[src/core/dflec_pkg.sv]
// constants for the deframer link error control block
// assumes an 8-bit register port with 12-bit byte addresses
package dflec_pkg;
  localparam int          NUM_LANES = 4;
  localparam int          NUM_ERR   = 3;
  localparam int          ADDR_W    = 12;
  // --------------------------------------------------------
  // register offsets
  // --------------------------------------------------------
  localparam logic [11:0] OFS_SOFT_RESET = 12'h475;
  localparam logic [11:0] OFS_CKSUM_CTRL = 12'h476;
  localparam logic [11:0] OFS_LINK_TEST  = 12'h477;
  localparam logic [11:0] OFS_MF_COUNT   = 12'h478;
  localparam logic [11:0] OFS_ERR_THRES  = 12'h47c;
  localparam logic [11:0] OFS_SYNC_MASK  = 12'h47d;
  localparam logic [11:0] OFS_LANE_CTRL0 = 12'h480;
  localparam logic [11:0] OFS_TEST_PAT   = 12'h490;
  localparam logic [11:0] OFS_IRQ_STATUS = 12'h491;
  localparam logic [11:0] OFS_IRQ_MASK   = 12'h492;
  // --------------------------------------------------------
  // field positions
  // --------------------------------------------------------
  localparam int SOFT_RST_BIT   = 3;
  localparam int CKSUM_SEL_BIT  = 0;
  localparam int PERP_ALIGN_BIT = 7;
  localparam int REP_DATA_BIT   = 5;
  localparam int QUEUE_ERR_BIT  = 4;
  localparam int AUTO_CLR_BIT   = 3;
  localparam int LANE_ENA_LSB   = 3;
  // error type index inside counters and enables
  localparam int ERR_BDE = 0;
  localparam int ERR_NIT = 1;
  localparam int ERR_UEK = 2;
  // status bits
  localparam int ST_CKSUM = 3;
  localparam int ST_PAT   = 4;
  // --------------------------------------------------------
  // reset values
  // --------------------------------------------------------
  localparam logic [7:0] MF_COUNT_RST  = 8'h01;
  localparam logic [7:0] ERR_THRES_RST = 8'hff;
  localparam logic [2:0] SYNC_MASK_RST = 3'h7;
  localparam logic [2:0] LANE_ENA_RST  = 3'h7;
  localparam logic [4:0] IRQ_MASK_RST  = 5'h00;
  localparam logic [7:0] TEST_PAT_RST  = 8'h00;
  // --------------------------------------------------------
  // sync request timing, cycles
  // --------------------------------------------------------
  localparam logic [2:0] SYNC_ASSERT_CYC = 3'h4;
  localparam logic [2:0] SYNC_GAP_CYC    = 3'h2;
  localparam logic [2:0] SYNC_TOTAL_CYC  = SYNC_ASSERT_CYC
                                           + SYNC_GAP_CYC;
  localparam logic [4:0] QUEUE_MAX       = 5'h1f;
endpackage

[src/core/dflec_link_error_control.sv]
// deframer link error control: config registers, lane error
// counters, sync request generation, checksum, test pattern check
// assumes lane error strobes and ilas octets come from logic on clk
`timescale 1ns/1ps
module dflec_link_error_control
  import dflec_pkg::*;
(
  input  wire logic                              clk,
  input  wire logic                              reset,
  input  wire logic [dflec_pkg::ADDR_W-1:0]      regAddr,
  input  wire logic [7:0]                        regWrData,
  input  wire logic                              regWr,
  input  wire logic                              regRd,
  output logic      [7:0]                        regRdData,
  input  wire logic [dflec_pkg::NUM_LANES-1:0]   badDisparityError,
  input  wire logic [dflec_pkg::NUM_LANES-1:0]   tableMissError,
  input  wire logic [dflec_pkg::NUM_LANES-1:0]   unexpectedCtrlCharError,
  input  wire logic [13:0][7:0]                  ilasConfigOctets,
  input  wire logic                              ilasConfigValid,
  input  wire logic [7:0]                        rxTestData,
  input  wire logic                              rxTestDataValid,
  output logic                                   syncRequestOut,
  output logic                                   irq,
  output logic                                   deframerEnable,
  output logic                                   perpetualAlignmentMode,
  output logic                                   repetitiveTestActive,
  output logic      [7:0]                        alignmentMultiframeCount,
  output logic      [7:0]                        checksumValue,
  output logic                                   checksumMismatch
);
  import dflec_pkg::*;

  typedef struct packed {
    logic                             deframer_soft_reset;
    logic                             dfEna;
    logic                             cksumSel;
    logic                             perpAlign;
    logic                             repData;
    logic                             repActive;
    logic                             queueMode;
    logic                             autoClr;
    logic [7:0]                       mfCount;
    logic [7:0]                       thres;
    logic [2:0]                       syncMask;
    logic [NUM_LANES-1:0][2:0]        laneEna;
    logic [7:0]                       testPat;
    logic [4:0]                       irqStat;
    logic [4:0]                       irqMask;
    logic [NUM_LANES-1:0][2:0][7:0]   cnt;
    logic [4:0]                       queueCnt;
    logic [2:0]                       syncTimer;
    logic                             sync_request_out;
    logic                             irqOut;
    logic [7:0]                       rdData;
    logic [7:0]                       cksum;
    logic                             cksumBad;
  } dflec_state_s;

  dflec_state_s                        s_reg;
  dflec_state_s                        s_next;
  logic [NUM_LANES-1:0][2:0]           errIn;
  logic [NUM_LANES-1:0][2:0]           hit;
  logic [NUM_LANES-1:0][2:0]           syncHit;
  logic [7:0]                          incVal;
  logic [4:0]                          qSum;

  // ----------------------------------------------------------
  // helpers
  // ----------------------------------------------------------
  // mask bit order is reversed against counter order
  function automatic logic maskFor(input logic [2:0] m, input int t);
    maskFor = m[2-t];
  endfunction

  function automatic logic [4:0] countHits(
      input logic [NUM_LANES-1:0][2:0] h);
    logic [4:0] c;
    c = 5'h00;
    for (int l = 0; l < NUM_LANES; l++) begin
      for (int t = 0; t < NUM_ERR; t++) begin
        c = c + {4'h0, h[l][t]};
      end
    end
    countHits = c;
  endfunction

  function automatic logic [7:0] fieldSum(input logic [13:0][7:0] o);
    logic [7:0] f;
    f = o[0];
    f = f + {4'h0, o[1][3:0]} + {4'h0, o[1][7:4]};
    f = f + {7'h00, o[2][6]} + {7'h00, o[2][5]};
    f = f + {3'h0, o[2][4:0]} + {7'h00, o[3][7]};
    f = f + {3'h0, o[3][4:0]} + o[4] + {3'h0, o[5][4:0]};
    f = f + o[6] + {6'h00, o[7][7:6]} + {3'h0, o[7][4:0]};
    f = f + {5'h00, o[8][7:5]} + {3'h0, o[8][4:0]};
    f = f + {5'h00, o[9][7:5]} + {3'h0, o[9][4:0]};
    f = f + {7'h00, o[10][7]} + {3'h0, o[10][4:0]};
    fieldSum = f;
  endfunction

  function automatic logic [7:0] byteSum(input logic [13:0][7:0] o);
    logic [7:0] b;
    b = 8'h00;
    for (int i = 0; i < 13; i++) begin
      b = b + o[i];
    end
    byteSum = b;
  endfunction

  function automatic logic [11:0] laneOfs(input int l);
    laneOfs = OFS_LANE_CTRL0 + 12'(l);
  endfunction

  // ----------------------------------------------------------
  // lane error vectors, counter order bde, nit, uek
  // ----------------------------------------------------------
  always_comb begin
    for (int l = 0; l < NUM_LANES; l++) begin
      errIn[l][ERR_BDE] = badDisparityError[l];
      errIn[l][ERR_NIT] = tableMissError[l];
      errIn[l][ERR_UEK] = unexpectedCtrlCharError[l];
    end
  end

  // ----------------------------------------------------------
  // next state
  // ----------------------------------------------------------
  always_comb begin
    s_next = s_reg;
    s_next.rdData = 8'h00;
    hit = '0;
    syncHit = '0;
    incVal = 8'h00;
    qSum = 5'h00;

    // register writes; settings are expected only in soft reset
    if (regWr) begin
      case (regAddr)
        OFS_SOFT_RESET: begin
          s_next.deframer_soft_reset = regWrData[SOFT_RST_BIT];
        end
        OFS_CKSUM_CTRL: begin
          s_next.cksumSel = regWrData[CKSUM_SEL_BIT];
        end
        OFS_LINK_TEST: begin
          s_next.perpAlign = regWrData[PERP_ALIGN_BIT];
          s_next.repData   = regWrData[REP_DATA_BIT];
          s_next.queueMode = regWrData[QUEUE_ERR_BIT];
          s_next.autoClr   = regWrData[AUTO_CLR_BIT];
        end
        OFS_MF_COUNT: begin
          // invalid counts are dropped, the old value stays
          if (regWrData == 8'h01 || regWrData == 8'h02 ||
              regWrData == 8'h04) begin
            s_next.mfCount = regWrData;
          end
        end
        OFS_ERR_THRES: begin
          s_next.thres = regWrData;
        end
        OFS_SYNC_MASK: begin
          s_next.syncMask = regWrData[2:0];
        end
        OFS_TEST_PAT: begin
          s_next.testPat = regWrData;
        end
        OFS_IRQ_MASK: begin
          s_next.irqMask = regWrData[4:0];
        end
        default: begin
          for (int l = 0; l < NUM_LANES; l++) begin
            if (regAddr == laneOfs(l)) begin
              s_next.laneEna[l] = regWrData[5:3];
            end
          end
        end
      endcase
    end
    // pattern test is only armed with perpetual alignment off
    s_next.repActive = s_next.repData & ~s_next.perpAlign;

    // register reads, data shows one cycle later
    if (regRd) begin
      case (regAddr)
        OFS_SOFT_RESET: s_next.rdData = {4'h0, s_reg.deframer_soft_reset, 3'h0};
        OFS_CKSUM_CTRL: s_next.rdData = {7'h00, s_reg.cksumSel};
        OFS_LINK_TEST: begin
          s_next.rdData = {s_reg.perpAlign, 1'b0, s_reg.repData,
                           s_reg.queueMode, s_reg.autoClr,
                           3'h0};
        end
        OFS_MF_COUNT:   s_next.rdData = s_reg.mfCount;
        OFS_ERR_THRES:  s_next.rdData = s_reg.thres;
        OFS_SYNC_MASK:  s_next.rdData = {5'h00, s_reg.syncMask};
        OFS_TEST_PAT:   s_next.rdData = s_reg.testPat;
        OFS_IRQ_STATUS: begin
          s_next.rdData  = {3'h0, s_reg.irqStat};
          s_next.irqStat = 5'h00;
        end
        OFS_IRQ_MASK:   s_next.rdData = {3'h0, s_reg.irqMask};
        default: begin
          for (int l = 0; l < NUM_LANES; l++) begin
            if (regAddr == laneOfs(l)) begin
              s_next.rdData = {2'h0, s_reg.laneEna[l], 3'h0};
            end
          end
        end
      endcase
    end

    // --------------------------------------------------------
    // error counters
    // --------------------------------------------------------
    // a counter parked at the threshold stops, so it cannot wrap
    // and fire a second time without being cleared
    for (int l = 0; l < NUM_LANES; l++) begin
      for (int t = 0; t < NUM_ERR; t++) begin
        if (!s_reg.deframer_soft_reset && errIn[l][t] && s_reg.laneEna[l][t] &&
            s_reg.cnt[l][t] != s_reg.thres) begin
          incVal = s_reg.cnt[l][t] + 8'h01;
          s_next.cnt[l][t] = incVal;
          hit[l][t] = (incVal == s_reg.thres);
          syncHit[l][t] = hit[l][t] &&
                          maskFor(s_reg.syncMask, t);
          if (syncHit[l][t] && s_reg.autoClr) begin
            s_next.cnt[l][t] = 8'h00;
          end
        end
      end
    end

    // --------------------------------------------------------
    // sync request
    // --------------------------------------------------------
    if (s_reg.syncTimer != 3'h0) begin
      s_next.syncTimer = s_reg.syncTimer - 3'h1;
    end
    if (s_reg.queueMode) begin
      // hits wait in the queue, one assertion each
      qSum = s_reg.queueCnt;
      if (s_reg.syncTimer == 3'h0 && qSum != 5'h00) begin
        s_next.syncTimer = SYNC_TOTAL_CYC;
        qSum = qSum - 5'h01;
      end
      if (countHits(syncHit) > QUEUE_MAX - qSum) begin
        s_next.queueCnt = QUEUE_MAX;
      end else begin
        s_next.queueCnt = qSum + countHits(syncHit);
      end
    end else if (s_reg.syncTimer == 3'h0 && |syncHit) begin
      // any number of lanes in one cycle is one report
      s_next.syncTimer = SYNC_TOTAL_CYC;
    end

    // --------------------------------------------------------
    // checksum and pattern check
    // --------------------------------------------------------
    if (!s_reg.deframer_soft_reset && ilasConfigValid) begin
      if (s_reg.cksumSel) begin
        s_next.cksum = byteSum(ilasConfigOctets);
      end else begin
        s_next.cksum = fieldSum(ilasConfigOctets);
      end
      s_next.cksumBad = (s_next.cksum != ilasConfigOctets[13]);
    end

    // status sets land after a read clear, so set wins
    for (int t = 0; t < NUM_ERR; t++) begin
      for (int l = 0; l < NUM_LANES; l++) begin
        if (hit[l][t]) begin
          s_next.irqStat[t] = 1'b1;
        end
      end
    end
    if (!s_reg.deframer_soft_reset && ilasConfigValid && s_next.cksumBad) begin
      s_next.irqStat[ST_CKSUM] = 1'b1;
    end
    if (!s_reg.deframer_soft_reset && s_reg.repActive && rxTestDataValid &&
        rxTestData != s_reg.testPat) begin
      s_next.irqStat[ST_PAT] = 1'b1;
    end

    // soft reset clears counters, sync queue, sync timer and checksum; irq status is kept
    if (s_reg.deframer_soft_reset) begin
      s_next.cnt = '0;
      s_next.queueCnt = 5'h00;
      s_next.syncTimer = 3'h0;
      s_next.cksum = 8'h00;
      s_next.cksumBad = 1'b0;
    end
    s_next.sync_request_out = (s_next.syncTimer > SYNC_GAP_CYC);
    s_next.irqOut = |(s_next.irqStat & s_next.irqMask);
    s_next.dfEna = ~s_next.deframer_soft_reset;
  end

  // ----------------------------------------------------------
  // state register
  // ----------------------------------------------------------
  always_ff @(posedge clk) begin
    if (reset) begin
      s_reg <= '0;
      s_reg.dfEna <= 1'b1;
      s_reg.mfCount <= MF_COUNT_RST;
      s_reg.thres <= ERR_THRES_RST;
      s_reg.syncMask <= SYNC_MASK_RST;
      s_reg.laneEna <= {NUM_LANES{LANE_ENA_RST}};
      s_reg.testPat <= TEST_PAT_RST;
      s_reg.irqMask <= IRQ_MASK_RST;
    end else begin
      s_reg <= s_next;
    end
  end

  assign regRdData                = s_reg.rdData;
  assign syncRequestOut           = s_reg.sync_request_out;
  assign irq                      = s_reg.irqOut;
  assign deframerEnable           = s_reg.dfEna;
  assign perpetualAlignmentMode   = s_reg.perpAlign;
  assign repetitiveTestActive     = s_reg.repActive;
  assign alignmentMultiframeCount = s_reg.mfCount;
  assign checksumValue            = s_reg.cksum;
  assign checksumMismatch         = s_reg.cksumBad;
endmodule

[config.mk]
export PLATFORM = sky130hd
export DESIGN_NAME = dflec_link_error_control
export DESIGN_NICKNAME = d
export VERILOG_FILES = /design/src/core/dflec_pkg.sv /design/src/core/dflec_link_error_control.sv
export SDC_FILE = /design/constraint.sdc
export NUM_CORES = 1
export LEC_CHECK = 0
export BUFFER_PORTS_ARGS = -buffer_cell sky130_fd_sc_hd__buf_4
export CAP_MARGIN = 40
export CORE_MARGIN = 10
export CORE_UTILIZATION = 25
export DETAILED_ROUTE_END_ITERATION = 16
export GPL_TIMING_DRIVEN = 0
export SYNTH_ARGS = -nofsm -noshare
export SYNTH_HDL_FRONTEND = slang
export SYNTH_SLANG_ARGS = --single-unit
[constraint.sdc]
create_clock -name clk -period 7 [get_ports clk]
set_clock_uncertainty 0.1 [all_clocks]
set_input_delay 0.7 -clock clk [delete_from_list [all_inputs] [get_ports clk]]
set_output_delay 0.7 -clock clk [all_outputs]
set_load 0.005 [all_outputs]
## After elaboration in Yosys (flattened, before gate mapping)

Cells that the tools add are included.

| storage, ports and cells | value |
|---|---|
| register bits after elaboration | 180 |
| output and inout bits | 30 |
| input bits | 158 |
| logic and storage cells | 306 |

| cells by class | value |
|---|---|
| reduce and logical (&&, ||, !) cells | 88 |
| add/sub/neg operators | 57 |
| order comparisons | 2 |
| multiplexer cells | 74 |
| bitwise logic cells | 6 |
| equality and inequality tests | 42 |

Operator list:

| operator | number |
|---|---|
| == test 12 x 11 -> 1 bit (second input constant) | 13 |
| 2-to-1 mux 8 bit | 17 |
| adder 8 bit | 14 |
| != test 8 bit | 14 |
| adder 8 x 1 -> 8 bit (second input constant) | 12 |
| == test 8 bit | 12 |
| one-hot mux 8 bit (9 select lines) | 1 |
| logical AND 1 bit | 67 |
| adder 8 x 5 -> 8 bit | 7 |
| 2-to-1 mux 1 bit | 41 |
| adder 5 x 1 -> 5 bit | 7 |
| 2-to-1 mux 5 bit | 7 |
| adder 8 x 1 -> 8 bit | 4 |
| adder 8 x 3 -> 8 bit | 2 |
| adder 8 x 4 -> 8 bit | 2 |
| 2-to-1 mux 3 bit | 5 |
| AND reduction 3 bit | 5 |
| OR reduction 12 bit | 1 |
| AND reduction 2 bit | 5 |
| adder 8 x 2 -> 8 bit | 1 |
| == test 8 x 1 -> 1 bit (second input constant) | 1 |
| == test 8 x 2 -> 1 bit (second input constant) | 1 |
| == test 8 x 3 -> 1 bit (second input constant) | 1 |
| OR reduction 8 bit | 1 |
| 22 further kinds | 28 |

## Depth between registers and ports, before layout

| logic depth | value |
|---|---|
| depth after elaboration | 26 |
| mapped depth | 28 |
| gate-level depth less buffers | 25 |

## Worst setup path after synthesis

Ideal clock, no wire load.

| path | value |
|---|---|
| path type | input-to-reg |
| start point | input port ilasConfigOctets[2] (netlist bit) |
| end point | register s_reg[131] (netlist bit) |
| path slack | 0.825 ns |
| cell stages on the path | 18 |
| arrival | 5.937 ns |
| cells stage by stage | inv_1 > fa_1 > inv_1 > fa_1 > fa_1 > fa_1 > fa_1 > fa_1 > inv_1 > fa_1 > nor2b_1 > o21ai_0 > a21boi_0 > nor3_1 > or3_1 > a211o_1 > a2111oi_0 > a2111oi_1 |

| on the way | value |
|---|---|
| cells in the longest elaborated chain, start to end | 24 |

RTL lines:

| element | line | RTL |
|---|---|---|
| from (decl) | dflec_link_error_control.sv:18 | `input wire logic [13:0][7:0] ilasConfigOctets,` |
| adder 8 x 4 -> 8 bit (2 in series) | dflec_link_error_control.sv:90 | `f = f + {4'h0, o[1][3:0]} + {4'h0, o[1][7:4]};` |
| adder 8 x 1 -> 8 bit (2 in series) | dflec_link_error_control.sv:91 | `f = f + {7'h00, o[2][6]} + {7'h00, o[2][5]};` |
| adder 8 x 5 -> 8 bit | dflec_link_error_control.sv:92 | `f = f + {3'h0, o[2][4:0]} + {7'h00, o[3][7]};` |
| adder 8 x 1 -> 8 bit | dflec_link_error_control.sv:92 |  |
| adder 8 x 5 -> 8 bit | dflec_link_error_control.sv:93 | `f = f + {3'h0, o[3][4:0]} + o[4] + {3'h0, o[5][4:0]};` |
| adder 8 bit | dflec_link_error_control.sv:93 |  |
| adder 8 x 5 -> 8 bit | dflec_link_error_control.sv:93 |  |
| adder 8 bit | dflec_link_error_control.sv:94 | `f = f + o[6] + {6'h00, o[7][7:6]} + {3'h0, o[7][4:0]};` |
| [6 not listed] | - |  |
| adder 8 x 1 -> 8 bit | dflec_link_error_control.sv:97 | `f = f + {7'h00, o[10][7]} + {3'h0, o[10][4:0]};` |
| adder 8 x 5 -> 8 bit | dflec_link_error_control.sv:97 |  |
| 2-to-1 mux 8 bit (*) | dflec_link_error_control.sv:259 | `if (s_reg.cksumSel) begin` |
| 2-to-1 mux 8 bit (*) | dflec_link_error_control.sv:258 | `if (!s_reg.deframer_soft_reset && ilasConfigValid) begin` |
| != test 8 bit (*) | dflec_link_error_control.sv:264 | `s_next.cksumBad = (s_next.cksum != ilasConfigOctets[13]);` |
| 2-to-1 mux 1 bit (*) | dflec_link_error_control.sv:258 |  |
| logical AND 1 bit (*) | dflec_link_error_control.sv:275 | `if (!s_reg.deframer_soft_reset && ilasConfigValid && s_next.cksumBad) begin` |
| 2-to-1 mux 1 bit (*) | dflec_link_error_control.sv:275 |  |
| to (signal assigned) | dflec_link_error_control.sv:310 | `s_reg <= s_next;` |
| to (decl) | dflec_link_error_control.sv:59 | `dflec_state_s s_reg;` |

Every way passes the cells marked *; elsewhere a longest branch is shown, timed or not. The select of a mux whose other input is x is not followed.
A chain may end at the register's enable or synchronous reset.

## Final worst setup path

| path | value |
|---|---|
| start point | register s_reg[157] (netlist bit) |
| end point | register s_reg[23] (netlist bit) |

| on the way | value |
|---|---|
| cells in the longest elaborated chain, start to end | 16 |

RTL lines:

| element | line | RTL |
|---|---|---|
| == test 8 bit / != test 8 bit (equally long branches) | dflec_link_error_control.sv:222, dflec_link_error_control.sv:219 |  |
| logical AND 1 bit, on equally long branches | dflec_link_error_control.sv:223, dflec_link_error_control.sv:218 |  |
| 2-to-1 mux 1 bit | dflec_link_error_control.sv:218 | `if (!s_reg.deframer_soft_reset && errIn[l][t] && s_reg.laneEna[l][t] &&` |
| adder 1 x 1 -> 2 bit | dflec_link_error_control.sv:81 | `c = c + {4'h0, h[l][t]};` |
| adder 2 x 1 -> 3 bit | dflec_link_error_control.sv:81 |  |
| adder 3 x 1 -> 4 bit | dflec_link_error_control.sv:81 |  |
| adder 4 x 1 -> 5 bit | dflec_link_error_control.sv:81 |  |
| adder 5 x 1 -> 5 bit (6 in series) | dflec_link_error_control.sv:81 |  |
| adder 5 x 1 -> 5 bit (*) | dflec_link_error_control.sv:81 |  |
| adder 5 bit / > comparator 5 bit (equally long branches) | dflec_link_error_control.sv:248, dflec_link_error_control.sv:245 |  |
| 2-to-1 mux 5 bit (*) | dflec_link_error_control.sv:245 | `if (countHits(syncHit) > QUEUE_MAX - qSum) begin` |

Every way passes the cells marked *; elsewhere a longest branch is shown, timed or not.

==> impl_results.md <==
* # rows at 93
* Final min period at around 6.6 ns
* Number of CTS-inserted buffers at 17
* Vias in the first global route at 14,000
* Mapped Nets at 2,265
* Grt ovf at 0
* P&R area growth vs syn at 18.9%
* Worst-skew pair later-pin latency at 0.46 ns
* RR Endpoint: s_reg[23]
* Layout cell share with drive strength beyond 1 at 0.157
* Avg Cell Area, Syn at 8.58 sq um
* Max frequency at between 150 and 200 MHz
* Detailed-route vias per instance at 4.61
* Drt pass-1 iters at 6
* Fin cells at 2,991
* Hold Path Class: reg2reg
* Post-synthesis sequential area ratio at 0.219
* Nets at between 2,000 and 2,500
* Worst VDD drop at between 300 and 400 uV
* EDFF count, synth at 0
* Combinational group share of total power at 0.640
* CP Data Required Time at 7.21 ns
* Core footprint at 64,800 sq um
* Max reg flops at 150
* ANT nets after route at 0
* Flop2flop setup slack at 0.41 ns
* CP startpoint: s_reg[157]
* Iteration-0 DRC Markers at 1,019
* Pwr Density at 299 nW/um^2
* Max Cap Violations at 0
* Sw Ratio at 0.427
* Largest net degree at the start of global routing at 17
* H-tree levels at 4
* Cell variety after synth at 92
* Register bit total from synthesis at 180
* Seq pwr share at 0.191
* Post-CTS Setup Bufs at 0
* Static Leak at 8.09 nW
* GRT Overall Usage at 0.131
* Post-synth top area share at 0.219
* First-pass GRT wire length at 79,800 um
* Clk buf depth at 2
* Slew Viols, Final at 0
* Mapped cell area at 16,400 sq um
* HPWL Detailed at 42,600 um
* Synth warn at 0
* Top FF cell, synth: dfxtp_1
* Power Internal at 3.34 mW
* # clock sinks at 180
* Die height at 276 um
* Count leader, synth: inv_1
* Placed cells at just under 3,000
* Most frequent CP cell: fa_1
* Critical path capture point type: flip-flop
* Drc violations at 0
* Crit path kind: reg2reg
* Antenna cell count at 0
* WP data arrival at 6.80 ns
* Top cells by area, synth: dfxtp_1 22%, fa_1 16%, xnor2_1 10%
* Routability cong. at a little under 0.9
* CP max-delay cell: fa_1
* # IOs at between 150 and 200
* Chip width at 276 um
* Final period utilization at 0.941
* DR WL/cell at 17.2 um
* Total power at slightly below 6 mW
* R2r worst-path depth at 27
* DR vias at 13,800
* Root Buffer Master: clkbuf_16
* Clock slew at reported path FFs at 0.07 ns
* Status: finished, final reports clean
* Die area at 76,400 sq um
* Post-synth top cells: 237 x inv_1, 209 x nor2_1, 197 x xnor2_1
* CTS tree: built
* Power share of the clock group at 0.169
* Crit-path max FO at 10
* Post-synthesis async set-or-reset flop share at 0
* Critical Path Sink: s_reg[23]
* Sw Pwr at approximately 2.5 mW
* Reg-to-Reg Start: s_reg[157]
* Final hold violation count at 0
* Max_slew headroom at 0.434
* Worst slew pin tran at 0.839 ns
* Cells after Synth at 1,917
* Initial Util at 0.254
* PortBufs at 185
* Initial antenna violation count at 6
* Final setup violation count at 0
* Startpoint types: flip-flop
* Post-synth top area cell: dfxtp_1
* Hold Buf Count CTS at 0
* Post-Route WL at 51,500 um
* Worst path max stage delay at approximately 0.6 ns
-- area by class of cell --
cell class	instances	area (sq um)
well taps	855	1070
flip-flops and latches	180	3600
clock inverters	13	149
fillers	6870	45300
multi-input cells	1390	11300
repair buffers	188	1420
inverters	239	897
clock buffers	19	433
plain buffers	107	686
-- power by group through the flow --
stage	combinational, mW	sequential, mW	clock (mW)
final	3.74	1.11	0.989
after global routing	4.28	1.12	1.05
after CTS	3.82	1.11	1.01
after detailed placement	3.80	1.14	0
after global placement	3.73	1.14	0
after floorplan	2.91	1.13	0
-- through the flow --
stage	setup TNS, ns	worst slack (ns)	instance area (sq um)	hold slack, ns	util
after global placement	0	0.168	18900	0.365	0.292
final	0	0.410	19600	0.388	0.302
after global routing	-0.0214	-0.0119	19600	0.413	0.302
after detailed placement	0	0.139	18900	0.373	0.292
after floorplan	0	0.825	16400	0.344	-
after CTS	0	0.168	19500	0.384	0.301
-- worst max-delay path: cells and delay by family, from the launching register on --
family | cells | cell delay (ns)
compound gates | 5 | 0.78
xor+xnor | 1 | 0.10
fa+ha+maj | 7 | 2.90
buf+inv | 7 | 1.10
flops | 1 | 0.30
simple gates | 7 | 1.15
-- kinds of logic (layout without fill, tap and decap cells) --
group,Yosys count,after routing,synth area share
compound gates,235,235,0.104
xor+xnor,283,283,0.157
fa+ha+maj,190,190,0.205
buf+inv,347,566,0.0958
flops,180,180,0.219
mux,47,47,0.0291
simple gates,635,635,0.190
-- what timing repair did --
item                       in CTS  in global routing
setup endpoints to repair       0                  5
hold endpoints to repair        0                  0
gates resized for setup         0                 11
-- worst min path at each step --
stage                                start                           to  slack (ns)  depth (start not counted)
2_1_floorplan                   s_reg[175]                   s_reg[175]        0.34                          2
3_3_place_gp              checksumValue[7]             checksumValue[7]        0.37                          2
3_5_place_dp              checksumValue[7]             checksumValue[7]        0.37                          2
4_1_cts                         s_reg[175]                   s_reg[175]        0.38                          2
5_1_grt        alignmentMultiframeCount[5]  alignmentMultiframeCount[5]        0.41                          1
6_report                        s_reg[175]                   s_reg[175]        0.39                          2
-- cells in the final DEF, fill, tap and decap left out, types with 50 or more instances in the layout --
| cell | count |
|---|---|
| xnor2_1 | 197 |
| fa_1 | 132 |
| ha_1 | 58 |
| xor2_1 | 77 |
| nand2_1 | 135 |
| dfxtp_1 | 180 |
| a21oi_1 | 50 |
| nor2_1 | 208 |
| buf_4 | 214 |
| nand3_1 | 72 |
| inv_1 | 237 |
-- routing by layer --
layer	share of wire	GRT usage	vias up
met5	0.0013	0	-
li1	-	-	6709
met1	0.44	0.164	6598
met3	0.085	0.0449	56
met2	0.46	0.215	424
met4	0.014	0.0271	12
(Power assumes the default switching activity.)
